File: src/design/fbh_pkg.sv
// package for the fetch byte handshake command port
package fbh_pkg;
  localparam int unsigned FBH_BYTE_W = 8;
  localparam int unsigned FBH_ADDR_W = 32;
  localparam int unsigned FBH_CNT_W = 16;
  localparam int unsigned FBH_CMD_BYTES = 6;
  localparam int unsigned FBH_RESET_READS = 2;
  localparam int unsigned FBH_FIFO_DEPTH = 16;
  localparam logic [2:0] FBH_IDX_W = 3'h3;
  localparam logic [7:0] FBH_BYTE_RST = 8'h00;

  typedef struct packed {
    logic [FBH_ADDR_W-1:0] addr;
    logic [FBH_CNT_W-1:0] fetch_byte_count;
  } fbh_cmd_t;

  typedef struct packed {
    logic full;
    logic empty;
    logic [FBH_BYTE_W-1:0] rx_data;
  } fbh_link_in_t;

  typedef enum logic [2:0] {
    FBH_ST_PURGE = 3'b000,
    FBH_ST_RSTRD = 3'b001,
    FBH_ST_IDLE = 3'b011,
    FBH_ST_SEND = 3'b010,
    FBH_ST_RECV = 3'b110
  } fbh_state_t;
endpackage : fbh_pkg

File: src/design/fbh_fifo.sv
// synchronous fifo with valid/ready on both sides
`timescale 1ns/1ps
`default_nettype none
module fbh_fifo #(
  parameter int unsigned WIDTH = 8,
  parameter int unsigned DEPTH = 16
) (
  input wire logic clk_in,
  input wire logic srst_in,
  input wire logic [WIDTH-1:0] wr_data_in,
  input wire logic wr_valid_in,
  output logic wr_ready_out,
  output logic [WIDTH-1:0] rd_data_out,
  output logic rd_valid_out,
  input wire logic rd_ready_in
);
  localparam int unsigned AW = (DEPTH > 1) ? $clog2(DEPTH) : 1;
  logic [WIDTH-1:0] mem_reg [DEPTH];
  logic [AW-1:0] wp_reg, wp_next, rp_reg, rp_next;
  logic [AW:0] cnt_reg, cnt_next;
  logic do_wr, do_rd;

  always_comb begin
    do_wr = wr_valid_in && (cnt_reg != AW'(0) + (AW+1)'(DEPTH));
    do_rd = rd_ready_in && (cnt_reg != '0);
    wp_next = do_wr ? ((wp_reg == AW'(DEPTH - 1)) ? '0 : wp_reg + 1'b1) : wp_reg;
    rp_next = do_rd ? ((rp_reg == AW'(DEPTH - 1)) ? '0 : rp_reg + 1'b1) : rp_reg;
    cnt_next = cnt_reg + (AW+1)'(do_wr) - (AW+1)'(do_rd);
  end

  always_ff @(posedge clk_in) begin
    if (srst_in) begin
      wp_reg <= '0;
      rp_reg <= '0;
      cnt_reg <= '0;
    end else begin
      wp_reg <= wp_next;
      rp_reg <= rp_next;
      cnt_reg <= cnt_next;
    end
    if (do_wr) begin
      mem_reg[wp_reg] <= wr_data_in;
    end
  end

  assign wr_ready_out = (cnt_reg != (AW+1)'(DEPTH));
  assign rd_valid_out = (cnt_reg != '0);
  assign rd_data_out = mem_reg[rp_reg];
endmodule : fbh_fifo
`default_nettype wire

File: src/design/fbh_fetch_port.sv
// fetch port: reset reads, six-byte command, response collection into a fifo
`timescale 1ns/1ps
`default_nettype none
module fbh_fetch_port
  import fbh_pkg::*;
#(
  parameter int unsigned FIFO_DEPTH = FBH_FIFO_DEPTH
) (
  input wire logic clk_in,
  input wire logic srst_in,
  // fetch request from the user side
  input wire fbh_cmd_t cmd_in,
  input wire logic cmd_valid_in,
  output logic cmd_ready_out,
  // fetched bytes and the init done flag to the user side
  output logic [FBH_BYTE_W-1:0] data_out,
  output logic data_valid_out,
  input wire logic data_ready_in,
  output logic init_done_out,
  // link to the peripheral
  input wire logic fetch_txfull_in,
  output logic [FBH_BYTE_W-1:0] fetch_txdata_out,
  output logic fetch_txwrite_out,
  input wire logic fetch_rxempty_in,
  input wire logic [FBH_BYTE_W-1:0] fetch_rxdata_in,
  output logic fetch_rxread_out
);
  fbh_state_t state_reg, state_next;
  fbh_cmd_t cmd_reg, cmd_next;
  logic [FBH_IDX_W-1:0] idx_reg, idx_next;
  logic [FBH_CNT_W-1:0] left_reg, left_next;
  logic [FBH_BYTE_W-1:0] txd_reg, txd_next;
  logic txw_reg, txw_next;
  logic rxr_reg, rxr_next;
  logic cmd_rdy_reg, cmd_rdy_next;
  logic init_reg, init_next;
  logic [FBH_BYTE_W-1:0] fifo_d_reg, fifo_d_next;
  logic fifo_v_reg, fifo_v_next;
  logic fifo_wr_ready;
  logic [FBH_BYTE_W-1:0] fo_data;
  logic fo_valid;
  logic [FBH_BYTE_W-1:0] dout_reg, dout_next;
  logic dv_reg, dv_next;
  logic fo_pop;
  logic [FBH_CMD_BYTES*FBH_BYTE_W-1:0] cmd_bytes;
  logic [FBH_BYTE_W-1:0] cur_byte;
  logic room;

  ////////////////////////////////////////////////////////////////////////////
  // response buffer
  fbh_fifo #(
    .WIDTH(FBH_BYTE_W),
    .DEPTH(FIFO_DEPTH)
  ) u_fifo (
    .clk_in(clk_in),
    .srst_in(srst_in),
    .wr_data_in(fifo_d_reg),
    .wr_valid_in(fifo_v_reg),
    .wr_ready_out(fifo_wr_ready),
    .rd_data_out(fo_data),
    .rd_valid_out(fo_valid),
    .rd_ready_in(fo_pop)
  );

  ////////////////////////////////////////////////////////////////////////////
  // output register stage
  always_comb begin
    fo_pop = fo_valid && (!dv_reg || data_ready_in);
    dv_next = dv_reg;
    dout_next = dout_reg;
    if (dv_reg && data_ready_in) begin
      dv_next = 1'b0;
    end
    if (fo_pop) begin
      dv_next = 1'b1;
      dout_next = fo_data;
    end
  end

  always_ff @(posedge clk_in) begin
    if (srst_in) begin
      dv_reg <= 1'b0;
      dout_reg <= FBH_BYTE_RST;
    end else begin
      dv_reg <= dv_next;
      dout_reg <= dout_next;
    end
  end

  ////////////////////////////////////////////////////////////////////////////
  // link control
  always_comb begin
    cmd_bytes = {cmd_reg.addr, cmd_reg.fetch_byte_count};
    cur_byte = cmd_bytes[(FBH_CMD_BYTES*FBH_BYTE_W-1) - 32'(idx_reg)*FBH_BYTE_W -: FBH_BYTE_W];
    // room for the byte being read: fifo not full and nothing waiting in the register stage
    room = fifo_wr_ready && !fifo_v_reg;
    state_next = state_reg;
    cmd_next = cmd_reg;
    idx_next = idx_reg;
    left_next = left_reg;
    txd_next = txd_reg;
    txw_next = 1'b0;
    rxr_next = 1'b0;
    cmd_rdy_next = 1'b0;
    init_next = init_reg;
    fifo_d_next = fifo_d_reg;
    fifo_v_next = fifo_v_reg && !fifo_wr_ready;
    // a strobe issued last cycle may have moved a flag; skip one cycle after it, except for the back-to-back reset reads in FBH_ST_RSTRD
    case (state_reg)
      FBH_ST_PURGE: begin
        if (!rxr_reg) begin
          if (!fetch_rxempty_in) begin
            rxr_next = 1'b1;
          end else begin
            state_next = FBH_ST_RSTRD;
            idx_next = '0;
          end
        end
      end
      FBH_ST_RSTRD: begin
        if (idx_reg == FBH_IDX_W'(FBH_RESET_READS)) begin
          state_next = FBH_ST_IDLE;
          init_next = 1'b1;
          cmd_rdy_next = 1'b1;
        end else begin
          rxr_next = 1'b1;
          idx_next = idx_reg + 1'b1;
        end
      end
      FBH_ST_IDLE: begin
        cmd_rdy_next = 1'b1;
        if (cmd_valid_in && cmd_rdy_reg) begin
          cmd_next = cmd_in;
          idx_next = '0;
          cmd_rdy_next = 1'b0;
          state_next = FBH_ST_SEND;
        end
      end
      FBH_ST_SEND: begin
        if (!txw_reg && !fetch_txfull_in) begin
          txw_next = 1'b1;
          txd_next = cur_byte;
          if (idx_reg == FBH_IDX_W'(FBH_CMD_BYTES - 1)) begin
            left_next = cmd_reg.fetch_byte_count;
            state_next = FBH_ST_RECV;
          end else begin
            idx_next = idx_reg + 1'b1;
          end
        end
      end
      FBH_ST_RECV: begin
        if (left_reg == '0) begin
          state_next = FBH_ST_IDLE;
          cmd_rdy_next = 1'b1;
        end else if (!rxr_reg && !fetch_rxempty_in && room) begin
          rxr_next = 1'b1;
          fifo_d_next = fetch_rxdata_in;
          fifo_v_next = 1'b1;
          left_next = left_reg - 1'b1;
        end
      end
      default: begin
        state_next = FBH_ST_PURGE;
      end
    endcase
  end

  always_ff @(posedge clk_in) begin
    if (srst_in) begin
      state_reg <= FBH_ST_PURGE;
      cmd_reg <= '0;
      idx_reg <= '0;
      left_reg <= '0;
      txd_reg <= FBH_BYTE_RST;
      txw_reg <= 1'b0;
      rxr_reg <= 1'b0;
      cmd_rdy_reg <= 1'b0;
      init_reg <= 1'b0;
      fifo_d_reg <= FBH_BYTE_RST;
      fifo_v_reg <= 1'b0;
    end else begin
      state_reg <= state_next;
      cmd_reg <= cmd_next;
      idx_reg <= idx_next;
      left_reg <= left_next;
      txd_reg <= txd_next;
      txw_reg <= txw_next;
      rxr_reg <= rxr_next;
      cmd_rdy_reg <= cmd_rdy_next;
      init_reg <= init_next;
      fifo_d_reg <= fifo_d_next;
      fifo_v_reg <= fifo_v_next;
    end
  end

  assign fetch_txdata_out = txd_reg;
  assign fetch_txwrite_out = txw_reg;
  assign fetch_rxread_out = rxr_reg;
  assign cmd_ready_out = cmd_rdy_reg;
  assign init_done_out = init_reg;
  assign data_out = dout_reg;
  assign data_valid_out = dv_reg;
endmodule : fbh_fetch_port
`default_nettype wire

File: config.mk
export PLATFORM = sky130hd
export DESIGN_NAME = fbh_fetch_port
export DESIGN_NICKNAME = d
export VERILOG_FILES = /design/src/design/fbh_pkg.sv /design/src/design/fbh_fifo.sv /design/src/design/fbh_fetch_port.sv
export SDC_FILE = /design/constraint.sdc
export NUM_CORES = 1
export LEC_CHECK = 0
export BUFFER_PORTS_ARGS = -buffer_cell sky130_fd_sc_hd__buf_4
export CORE_ASPECT_RATIO = 2
export CORE_MARGIN = 3
export CORE_UTILIZATION = 40
export CTS_CLUSTER_DIAMETER = 40
export DETAILED_ROUTE_END_ITERATION = 8
export GPL_TIMING_DRIVEN = 0
export PLACE_DENSITY = 0.57
export SETUP_SLACK_MARGIN = 0.02
export SKIP_CTS_REPAIR_TIMING = 1
export SYNTH_ARGS = -nofsm -noshare
export SYNTH_HDL_FRONTEND = slang
export SYNTH_SLANG_ARGS = --single-unit
export TNS_END_PERCENT = 1
File: constraint.sdc
create_clock -name clk_in -period 2.5 [get_ports clk_in]
set_input_delay 0.25 -clock clk_in [delete_from_list [all_inputs] [get_ports clk_in]]
set_output_delay 0.25 -clock clk_in [all_outputs]
set_load 0.03 [all_outputs]
==> impl_metrics.yaml, run 1 <==
grt:
  gr-total-overflow: 0
  grt_usage: 0.198
  grt_start_max_net_pins: 18
  antenna_found_initial: 0
  grt_pass1_wl_um: 41700
  grt_pass1_vias: 7562
critical_path:
  path_class: "flip-flop to flip-flop"
  cp_max_fo: 5
  reg2reg_depth: 13
  endpoint_kind: "flip-flop"
  critical_path_required_ns: 2.87
  endpoint: "u_fifo.cnt_reg[4]"
  startpoint: "u_fifo.cnt_reg[3]"
  r2r_end: "u_fifo.cnt_reg[4]"
  reg2reg_from: "u_fifo.cnt_reg[3]"
  worst-r2r-setup-slack_ns: -0.03
  worst_ep_arrival_time_ns: 2.90
  start_kind: "flip-flop"
synthesis:
  yosysWarnings: 0
  syn_area_per_cell_um2: 11.8
  synth_edf_count: 128
  netlist_area_um2: 10400
  seq_area_frac_synth: 0.589
  synth.distinct_cells: 68
  ys_ff_latch: 241
  async_reset_ff_frac: 0
  synthFlopType: "edfxtp_1"
  synthCells: 880
  synth_nets: 960
clock_tree:
  root_buffer: "clkbuf_16"
  clk_transition_reported_paths_ns: 0.07
  cts.sinks: 241
  cts_tree: "done"
  ctsHtreeMaxLevel: 1
  clk_latency_ns: 0.52
  cts_buffers: 23
  cts_buffer_depth: 3
sta:
  rsz0062_at_grt: "yes"
  drv_slew: 0
  slew_headroom: 0.487
  fmax_mhz: 395
  clock_skew_ns: 0.0112
  fin_hold_ws_ns: -0.0183
  fin_crit_sh: 1.01
  fin_ws_ns: -0.0316
  finalCriticalPeriod_ns: 2.53
  worstMarginPinSlew_ns: 0.764
  finalSetupViolations: 1
  hold_viol: 11
power:
  p_leak_nw: 4.03
  p_per_area_nw_per_um2: 767
  vdd_drop_max_mv: 0.528
  swShare: 0.258
  p_sw_mw: 2.51
  intPower_mw: 7.24
  combPwrFrac: 0.176
  seqPwrFrac: 0.444
  clkPwrFrac: 0.380
floorplanning:
  dieArea_um2: 28000
  die_w_um: 120
  rows: 82
  die_y_um: 234
  num_io_pins: 83
  initial_core_util: 0.409
  coreArea_um2: 25300
hold_path:
  hp-class: "input port to flip-flop"
final_layout:
  largest_reg_flops: 128
  drive_gt1_frac: 0.222
  multi_input_area_um2: 4010
  final_common_cell: "nand2_1"
  nNetsFinal: 1103
  area_growth_pct: 22.7
  fillCellCount: 2318
  stdcell_count: 1375
  seqCellArea_um2: 6110
  antenna_cells: 0
  mostFrequentLayoutCells: "157 x nand2_1, 128 x edfxtp_1, 113 x dfxtp_1"
placement:
  place_worst_setup_slack_ns: -0.571
  dp_hpwl_um: 21100
  gp_congestion: 0.888
  place_inst: 1297
  io_buffers: 81
detailed_routing:
  vias_per_cell: 5.27
  drc: 0
  dr.first_iter.drc_count: 450
  via_count: 7244
  post_drt_wl_per_cell_um: 20.1
  dr.pass1.iters: 4
  ant_nets: 0
  wirelength_um: 27600
status:
  status: "finished with violations"
  violations: "negative hold slack, negative setup slack"
run:
  maxCapViolCount: 0
==> routing by layer <==
metal  vias to the layer above  wire length (um)  GRT usage
met4                         0              1550      0.114
met5                         -                 0          0
met1                      3459              8590      0.172
met3                        74              1030     0.0286
li1                       3532                 -          -
met2                       179             16500      0.410
==> worst min-delay path by stage <==
| stage | startpoint | endpoint | depth (start not counted) |
|---|---|---|---|
| 2_1_floorplan | cmd_in[16] | cmd_bytes[16] | 2 |
| 3_3_place_gp | cmd_bytes[17] | cmd_bytes[17] | 2 |
| 3_5_place_dp | cmd_bytes[37] | cmd_bytes[37] | 2 |
| 4_1_cts | cmd_in[18] | cmd_bytes[18] | 3 |
| 5_1_grt | cmd_in[26] | cmd_bytes[26] | 3 |
| 6_report | cmd_in[26] | cmd_bytes[26] | 3 |
==> cell type report <==
class / instances / share of cell area
Buffer: 63 / 0.0244
Clock buffer: 31 / 0.0533
Clock inverter: 10 / 0.0108
Inverter: 18 / 0.00531
Multi-Input combinational cell: 556 / 0.315
Sequential cell: 241 / 0.480
Tap cell: 336 / 0.0330
Timing Repair Buffer: 120 / 0.0781
==> logic make-up (layout without fill, tap and decap cells) <==
family | Yosys count | in the layout | synth area share
AO/OA/AOI/OAI | 188 | 188 | 0.114
XOR/XNOR | 6 | 6 | 0.00507
adder cells (fa/ha/maj) | 18 | 18 | 0.0224
buffers and inverters | 83 | 242 | 0.0360
flip-flops | 241 | 241 | 0.589
multiplexers | 63 | 63 | 0.110
AND/OR/NAND/NOR | 281 | 281 | 0.124
==> worst max-delay path, cell delays in order (launching register included) <==
cell and delay [ns]:
dfxtp_1 0.32, inv_1 0.08, ha_1 0.17, nor4b_4 0.33
nor2b_4 0.12, ha_1 0.30, inv_1 0.04, ha_1 0.22
fa_2 0.37, a21oi_2 0.13, nor2_1 0.05, nor2_1 0.10
xnor2_1 0.12, nor2_1 0.05
==> per-stage QoR <==
stage / power (mW) / utilization / hold WS (ns) / setup TNS [ns] / area, um^2
after floorplan: 5.55 / - / 0.386 / 0 / 10400
after global placement: 6.01 / 0.450 / 0.441 / -12.27 / 11400
after detailed placement: 6.04 / 0.450 / 0.448 / -14.87 / 11400
after CTS: 9.74 / 0.482 / -0.0408 / -14.56 / 12200
after global routing: 10.2 / 0.502 / -0.00589 / -0.603 / 12700
final: 9.76 / 0.502 / -0.0183 / -0.0316 / 12700
==> power by group through the flow <==
stage	Sequential, mW	Combinational, mW	Clock (mW)
CTS	4.32	1.64	3.78
floorplan	4.50	1.05	0
global route	4.34	1.90	3.93
detailed placement	4.40	1.64	0
finish	4.33	1.72	3.71
global placement	4.40	1.61	0
==> cells in the mapped netlist (8+ instances only) <==
cell | count | share of area
buf_2 | 18 | 0.0087
edfxtp_1 | 128 | 0.37
nor2b_1 | 15 | 0.0091
mux2_2 | 10 | 0.011
a22oi_1 | 9 | 0.0065
nor3_1 | 12 | 0.0058
mux4_2 | 40 | 0.087
or3_1 | 8 | 0.0048
o21ai_0 | 19 | 0.0092
o32ai_1 | 9 | 0.0076
ha_1 | 17 | 0.021
nand2_1 | 157 | 0.057
clkbuf_1 | 36 | 0.013
inv_1 | 18 | 0.0065
o22ai_1 | 8 | 0.0048
dfxtp_1 | 113 | 0.22
a211oi_1 | 21 | 0.015
nor2_1 | 46 | 0.017
a21oi_1 | 83 | 0.040
mux2i_1 | 13 | 0.013
Note: power is estimated with default switching activity, not from simulation.
==> run 2: changes to the inputs <==
PLACE_DENSITY = 0.55   (was 0.57)
clock period = 3 ns   (was 2.5 ns; I/O delays follow)
==> run 2 against run 1 <==
Compared with the run above:
- the flow now finishes without violations
- clock power is 21% lower
- combinational power is 23% lower
- wire length is 0.29% higher
- non-clock buffer count is 38 lower
- worst hold slack better by 0.041 ns
- critical path depth is 1 higher
==> impl_metrics.yaml, run 2 (synthesis results as in run 1) <==
power:
  intPower_mw: 5.79
  seqPwrFrac: 0.458
  swShare: 0.263
  vdd_drop_max_mv: 0.392
  p_per_area_nw_per_um2: 644
  clkPwrFrac: 0.373
  p_sw_mw: 2.07
  combPwrFrac: 0.169
  p_leak_nw: 3.85
final_layout:
  antenna_cells: 0
  drive_gt1_frac: 0.213
  final_common_cell: "nand2_1"
  post-route-cell-area_um2: 12200
  area_growth_pct: 17.6
  mostFrequentLayoutCells: "157 x nand2_1, 128 x edfxtp_1, 113 x dfxtp_1"
  nNetsFinal: 1066
  stdcell_count: 1340
  fillCellCount: 2384
  largest_reg_flops: 128
placement:
  place_area_um2: 11400
  dp_hpwl_um: 21400
  gp_congestion: 0.889
  place_inst: 1297
  io_buffers: 81
critical_path:
  critical_path_required_ns: 3.38
  start_kind: "flip-flop"
  endpoint_kind: "flip-flop"
  path_class: "flip-flop to flip-flop"
  worst_ep_arrival_time_ns: 3.30
  cp_max_fo: 10
floorplanning:
  die_y_um: 234
  initial_core_util: 0.409
  dieArea_um2: 28000
  coreArea_um2: 25300
  rows: 82
  num_io_pins: 83
  die_w_um: 120
sta:
  drv_slew: 0
  finalCriticalPeriod_ns: 2.92
  rsz0062_at_grt: "yes"
  clock_skew_ns: 0.0113
  worstMarginPinSlew_ns: 0.907
  slew_headroom: 0.393
  finalSetupViolations: 0
  fin_hold_ws_ns: 0.0223
  fin_crit_sh: 0.973
  hold_viol: 0
  fmax_mhz: 343
clock_tree:
  cts_buffers: 24
  root_buffer: "clkbuf_16"
  cts_buffer_depth: 3
  cts.sinks: 241
  clk_transition_reported_paths_ns: 0.07
  cts_tree: "done"
  ctsHtreeMaxLevel: 1
  clk_latency_ns: 0.52
hold_path:
  hp-class: "input port to flip-flop"
grt:
  antenna_found_initial: 0
  grt_start_max_net_pins: 18
  grt_pass1_vias: 7654
  grt_pass1_wl_um: 42100
  grt_usage: 0.199
  gr-total-overflow: 0
detailed_routing:
  ant_nets: 0
  post_drt_wl_per_cell_um: 20.7
  dr.first_iter.drc_count: 392
  via_count: 7118
  wirelength_um: 27700
  dr.pass1.iters: 8
  vias_per_cell: 5.31
  drc: 0
status:
  status: "completed"
run:
  maxCapViolCount: 0
run 2: metal layers:
layer  up-vias  global-route usage  wire length [um]
met5         -                   0                 0
met4         0               0.108              1470
met3        67              0.0235               885
met2       170               0.424             16900
met1      3429               0.171              8520
li1       3452                   -                 -
run 2: worst paths after layout:
path / to / slack, ns / from / cells after the start
max: u_fifo.cnt_reg[4] / 0.08 / u_fifo.cnt_reg[3] / 14
min: cmd_bytes[12] / 0.02 / cmd_in[12] / 3
max reg2reg: u_fifo.cnt_reg[4] / 0.08 / u_fifo.cnt_reg[3] / 14
min reg2reg: cmd_bytes[40] / 0.45 / cmd_bytes[40] / 2
run 2: layout make-up:
type / instances / area (um^2) / area share
inverters: 18 / 67.6 / 0.00554
multi-input cells: 556 / 3920 / 0.321
well taps: 336 / 420 / 0.0345
clock buffers: 31 / 658 / 0.0540
flip-flops and latches: 241 / 6110 / 0.501
repair buffers: 81 / 608 / 0.0499
plain buffers: 64 / 303 / 0.0248
clock inverters: 13 / 111 / 0.00913
run 2: stage by stage:
stage / power (mW) / setup TNS [ns] / worst slack, ns / util
floorplan: 4.61 / 0 / 0.380 / -
global placement: 5.00 / -0.621 / -0.410 / 0.450
detailed placement: 5.01 / -0.446 / -0.372 / 0.450
CTS: 7.95 / -0.525 / -0.396 / 0.480
global route: 8.18 / -0.116 / -0.116 / 0.481
finish: 7.86 / 0 / 0.0817 / 0.481
run 2: power by group through the flow:
stage          logic (mW)  registers [mW]  clock network (mW)
2_1_floorplan       0.865            3.74                   0
3_3_place_gp         1.33            3.67                   0
3_5_place_dp         1.34            3.67                   0
4_1_cts              1.35            3.59                3.01
5_1_grt              1.45            3.61                3.12
6_report             1.33            3.60                2.93
run 2: critical path, stage by stage, from the launching register on:
cell	delay, ns
dfxtp_1	0.32
inv_1	0.07
ha_1	0.15
nor4b_2	0.33
nor2b_2	0.16
clkbuf_2	0.24
ha_1	0.32
inv_1	0.04
ha_1	0.22
fa_1	0.41
a21oi_1	0.16
nor2_1	0.06
nor2_1	0.11
xnor2_1	0.12
nor2_1	0.06
==> run 3: changes to the inputs <==
CORE_UTILIZATION = 25   (was 40)
GPL_TIMING_DRIVEN = unset   (was 0)
PLACE_DENSITY = 0.38   (was 0.55)
==> run 3 against run 2 <==
Compared with the run above:
- sequential power barely moved
- via count grew 0.24%
- clock power is 33% higher
- first-iteration DRC count decreased by 27%
- critical path type unchanged
- critical endpoint unchanged
==> impl_metrics.yaml, run 3 (synthesis results as in run 1) <==
sta:
  hold_viol: 0
  worstMarginPinSlew_ns: 1.03
  rsz0062_at_grt: "no"
  finalCriticalPeriod_ns: 2.57
  slew_headroom: 0.312
  drv_slew: 0
  fin_hold_ws_ns: 0.0231
  fin_ws_ns: 0.433
  finalSetupViolations: 0
  clock_skew_ns: 0.0213
  fin_setup_tns_ns: 0
  fin_crit_sh: 0.856
  fmax_mhz: 389
clock_tree:
  root_buffer: "clkbuf_16"
  cts.sinks: 241
  clk_transition_reported_paths_ns: 0.06
  cts_buffers: 34
  clk_latency_ns: 0.53
  cts_buffer_depth: 3
  cts_tree: "done"
  ctsHtreeMaxLevel: 2
critical_path:
  worst-r2r-setup-slack_ns: 0.43
  critical_path_required_ns: 3.39
  cp_slowest_cell: "fa_1"
  max_stage_delay_ns: 0.40
  path_class: "flip-flop to flip-flop"
  cp_max_fo: 2
  start_kind: "flip-flop"
  r2r_end: "u_fifo.cnt_reg[4]"
  path_cells: "inv_1 -> ha_1 -> nor4b_1 -> nor2b_2 -> ha_1 -> inv_1 -> ha_1 -> fa_1 -> a21oi_1 -> nor2_1 -> nor2_1 -> xnor2_1 -> nor2_1"
  endpoint_kind: "flip-flop"
  critPathTopFamily: "adder cells"
  worst_ep_arrival_time_ns: 2.96
  reg2reg_from: "u_fifo.cnt_reg[2]"
  path_buf_inv: 2
  reg2reg_depth: 13
detailed_routing:
  via_count: 7135
  post_drt_wl_per_cell_um: 19.9
  wirelength_um: 30400
  dr.pass1.iters: 4
  drc: 0
  dr.first_iter.drc_count: 285
  ant_nets: 0
  vias_per_cell: 4.67
final_layout:
  largest_reg_flops: 128
  nNetsFinal: 1052
  final_common_cell: "nand2_1"
  antenna_cells: 0
  drive_gt1_frac: 0.245
  mostFrequentLayoutCells: "157 x nand2_1, 128 x edfxtp_1, 118 x buf_4"
  area_growth_pct: 23.2
  post-route-cell-area_um2: 12800
power:
  p_leak_nw: 4.02
  clkPwrFrac: 0.440
  p_sw_mw: 2.40
  vdd_drop_max_mv: 0.348
  swShare: 0.272
  combPwrFrac: 0.149
  p_per_area_nw_per_um2: 691
  seqPwrFrac: 0.411
  intPower_mw: 6.42
hold_path:
  holdPathEnd: "fifo_d_reg[4]"
  min_from: "fetch_rxdata_in[4]"
  hp-class: "input port to flip-flop"
  hold_path_depth: 3
floorplanning:
  die_w_um: 150
  die_y_um: 294
  rows: 104
  num_io_pins: 83
  initial_core_util: 0.255
  coreArea_um2: 40600
  dieArea_um2: 44100
status:
  status: "completed"
placement:
  gp_congestion: 0.792
  dp_hpwl_um: 21700
  place_area_um2: 11700
  io_buffers: 82
  place_worst_setup_slack_ns: 0.417
grt:
  antenna_found_initial: 0
  gr-total-overflow: 0
  grt_usage: 0.139
  grt_pass1_vias: 7364
  grt_start_max_net_pins: 56
  grt_pass1_wl_um: 45700
run:
  maxCapViolCount: 0
==> run 3: cell types whose count changed in the layout (fill, tap and decap cells not counted), sizes merged <==
cell / delta
inv: +6
clkinvlp: +4
buf: +13
clkinv: -1
clkbuf: -28
==> run 3: how the worst max path moves through the flow <==
stage,start,end,slack [ns],depth (start not counted)
2_1_floorplan,u_fifo.cnt_reg[3],u_fifo.cnt_reg[4],0.38,14
3_3_place_gp,u_fifo.cnt_reg[3],u_fifo.cnt_reg[4],0.43,13
3_5_place_dp,u_fifo.cnt_reg[2],u_fifo.cnt_reg[4],0.42,11
4_1_cts,u_fifo.cnt_reg[2],u_fifo.cnt_reg[4],0.40,11
5_1_grt,u_fifo.cnt_reg[3],u_fifo.cnt_reg[4],0.19,13
6_report,u_fifo.cnt_reg[2],u_fifo.cnt_reg[4],0.43,13
==> run 3: power by group through the flow <==
stage	logic (mW)	registers [mW]	clock network, mW
after global routing	1.44	3.64	4.13
after floorplan	0.865	3.74	0
after detailed placement	1.36	3.70	0
after CTS	1.36	3.63	4.02
after global placement	1.36	3.70	0
final	1.31	3.62	3.89
==> run 3: worst reg2reg max path, cell delays in order, from the launching register on <==
cell     delay [ns]
dfxtp_1        0.31
inv_1          0.08
ha_1           0.16
nor4b_1        0.39
nor2b_2        0.11
ha_1           0.29
inv_1          0.04
ha_1           0.22
fa_1           0.40
a21oi_1        0.14
nor2_1         0.05
nor2_1         0.11
xnor2_1        0.13
nor2_1         0.05
==> run 3: area by class of cell <==
| cell class | count | area, um^2 |
|---|---|---|
| Timing Repair Buffer | 121 | 946 |
| Sequential cell | 241 | 6110 |
| Clock buffer | 40 | 893 |
| Fill cell | 4248 | 27800 |
| Clock inverter | 22 | 203 |
| Inverter | 18 | 67.6 |
| Tap cell | 530 | 663 |
| Multi-Input combinational cell | 556 | 3900 |
==> run 3: layer usage <==
layer  share of wire  wire (um)  vias up  GRT usage
li1                -          -     3437          -
met5               0          0        -          0
met1            0.34      10200     3481      0.132
met2            0.58      17700      158      0.279
met4           0.049       1480        0     0.0679
met3           0.035       1060       59     0.0230
==> run 3: through the flow <==
stage	cells	utilization	total power [mW]
4_1_cts	1528	0.315	9.01
6_report	1528	0.315	8.82
5_1_grt	1528	0.315	9.21
3_3_place_gp	1466	0.288	5.06
2_1_floorplan	880	-	4.61
3_5_place_dp	1466	0.288	5.05
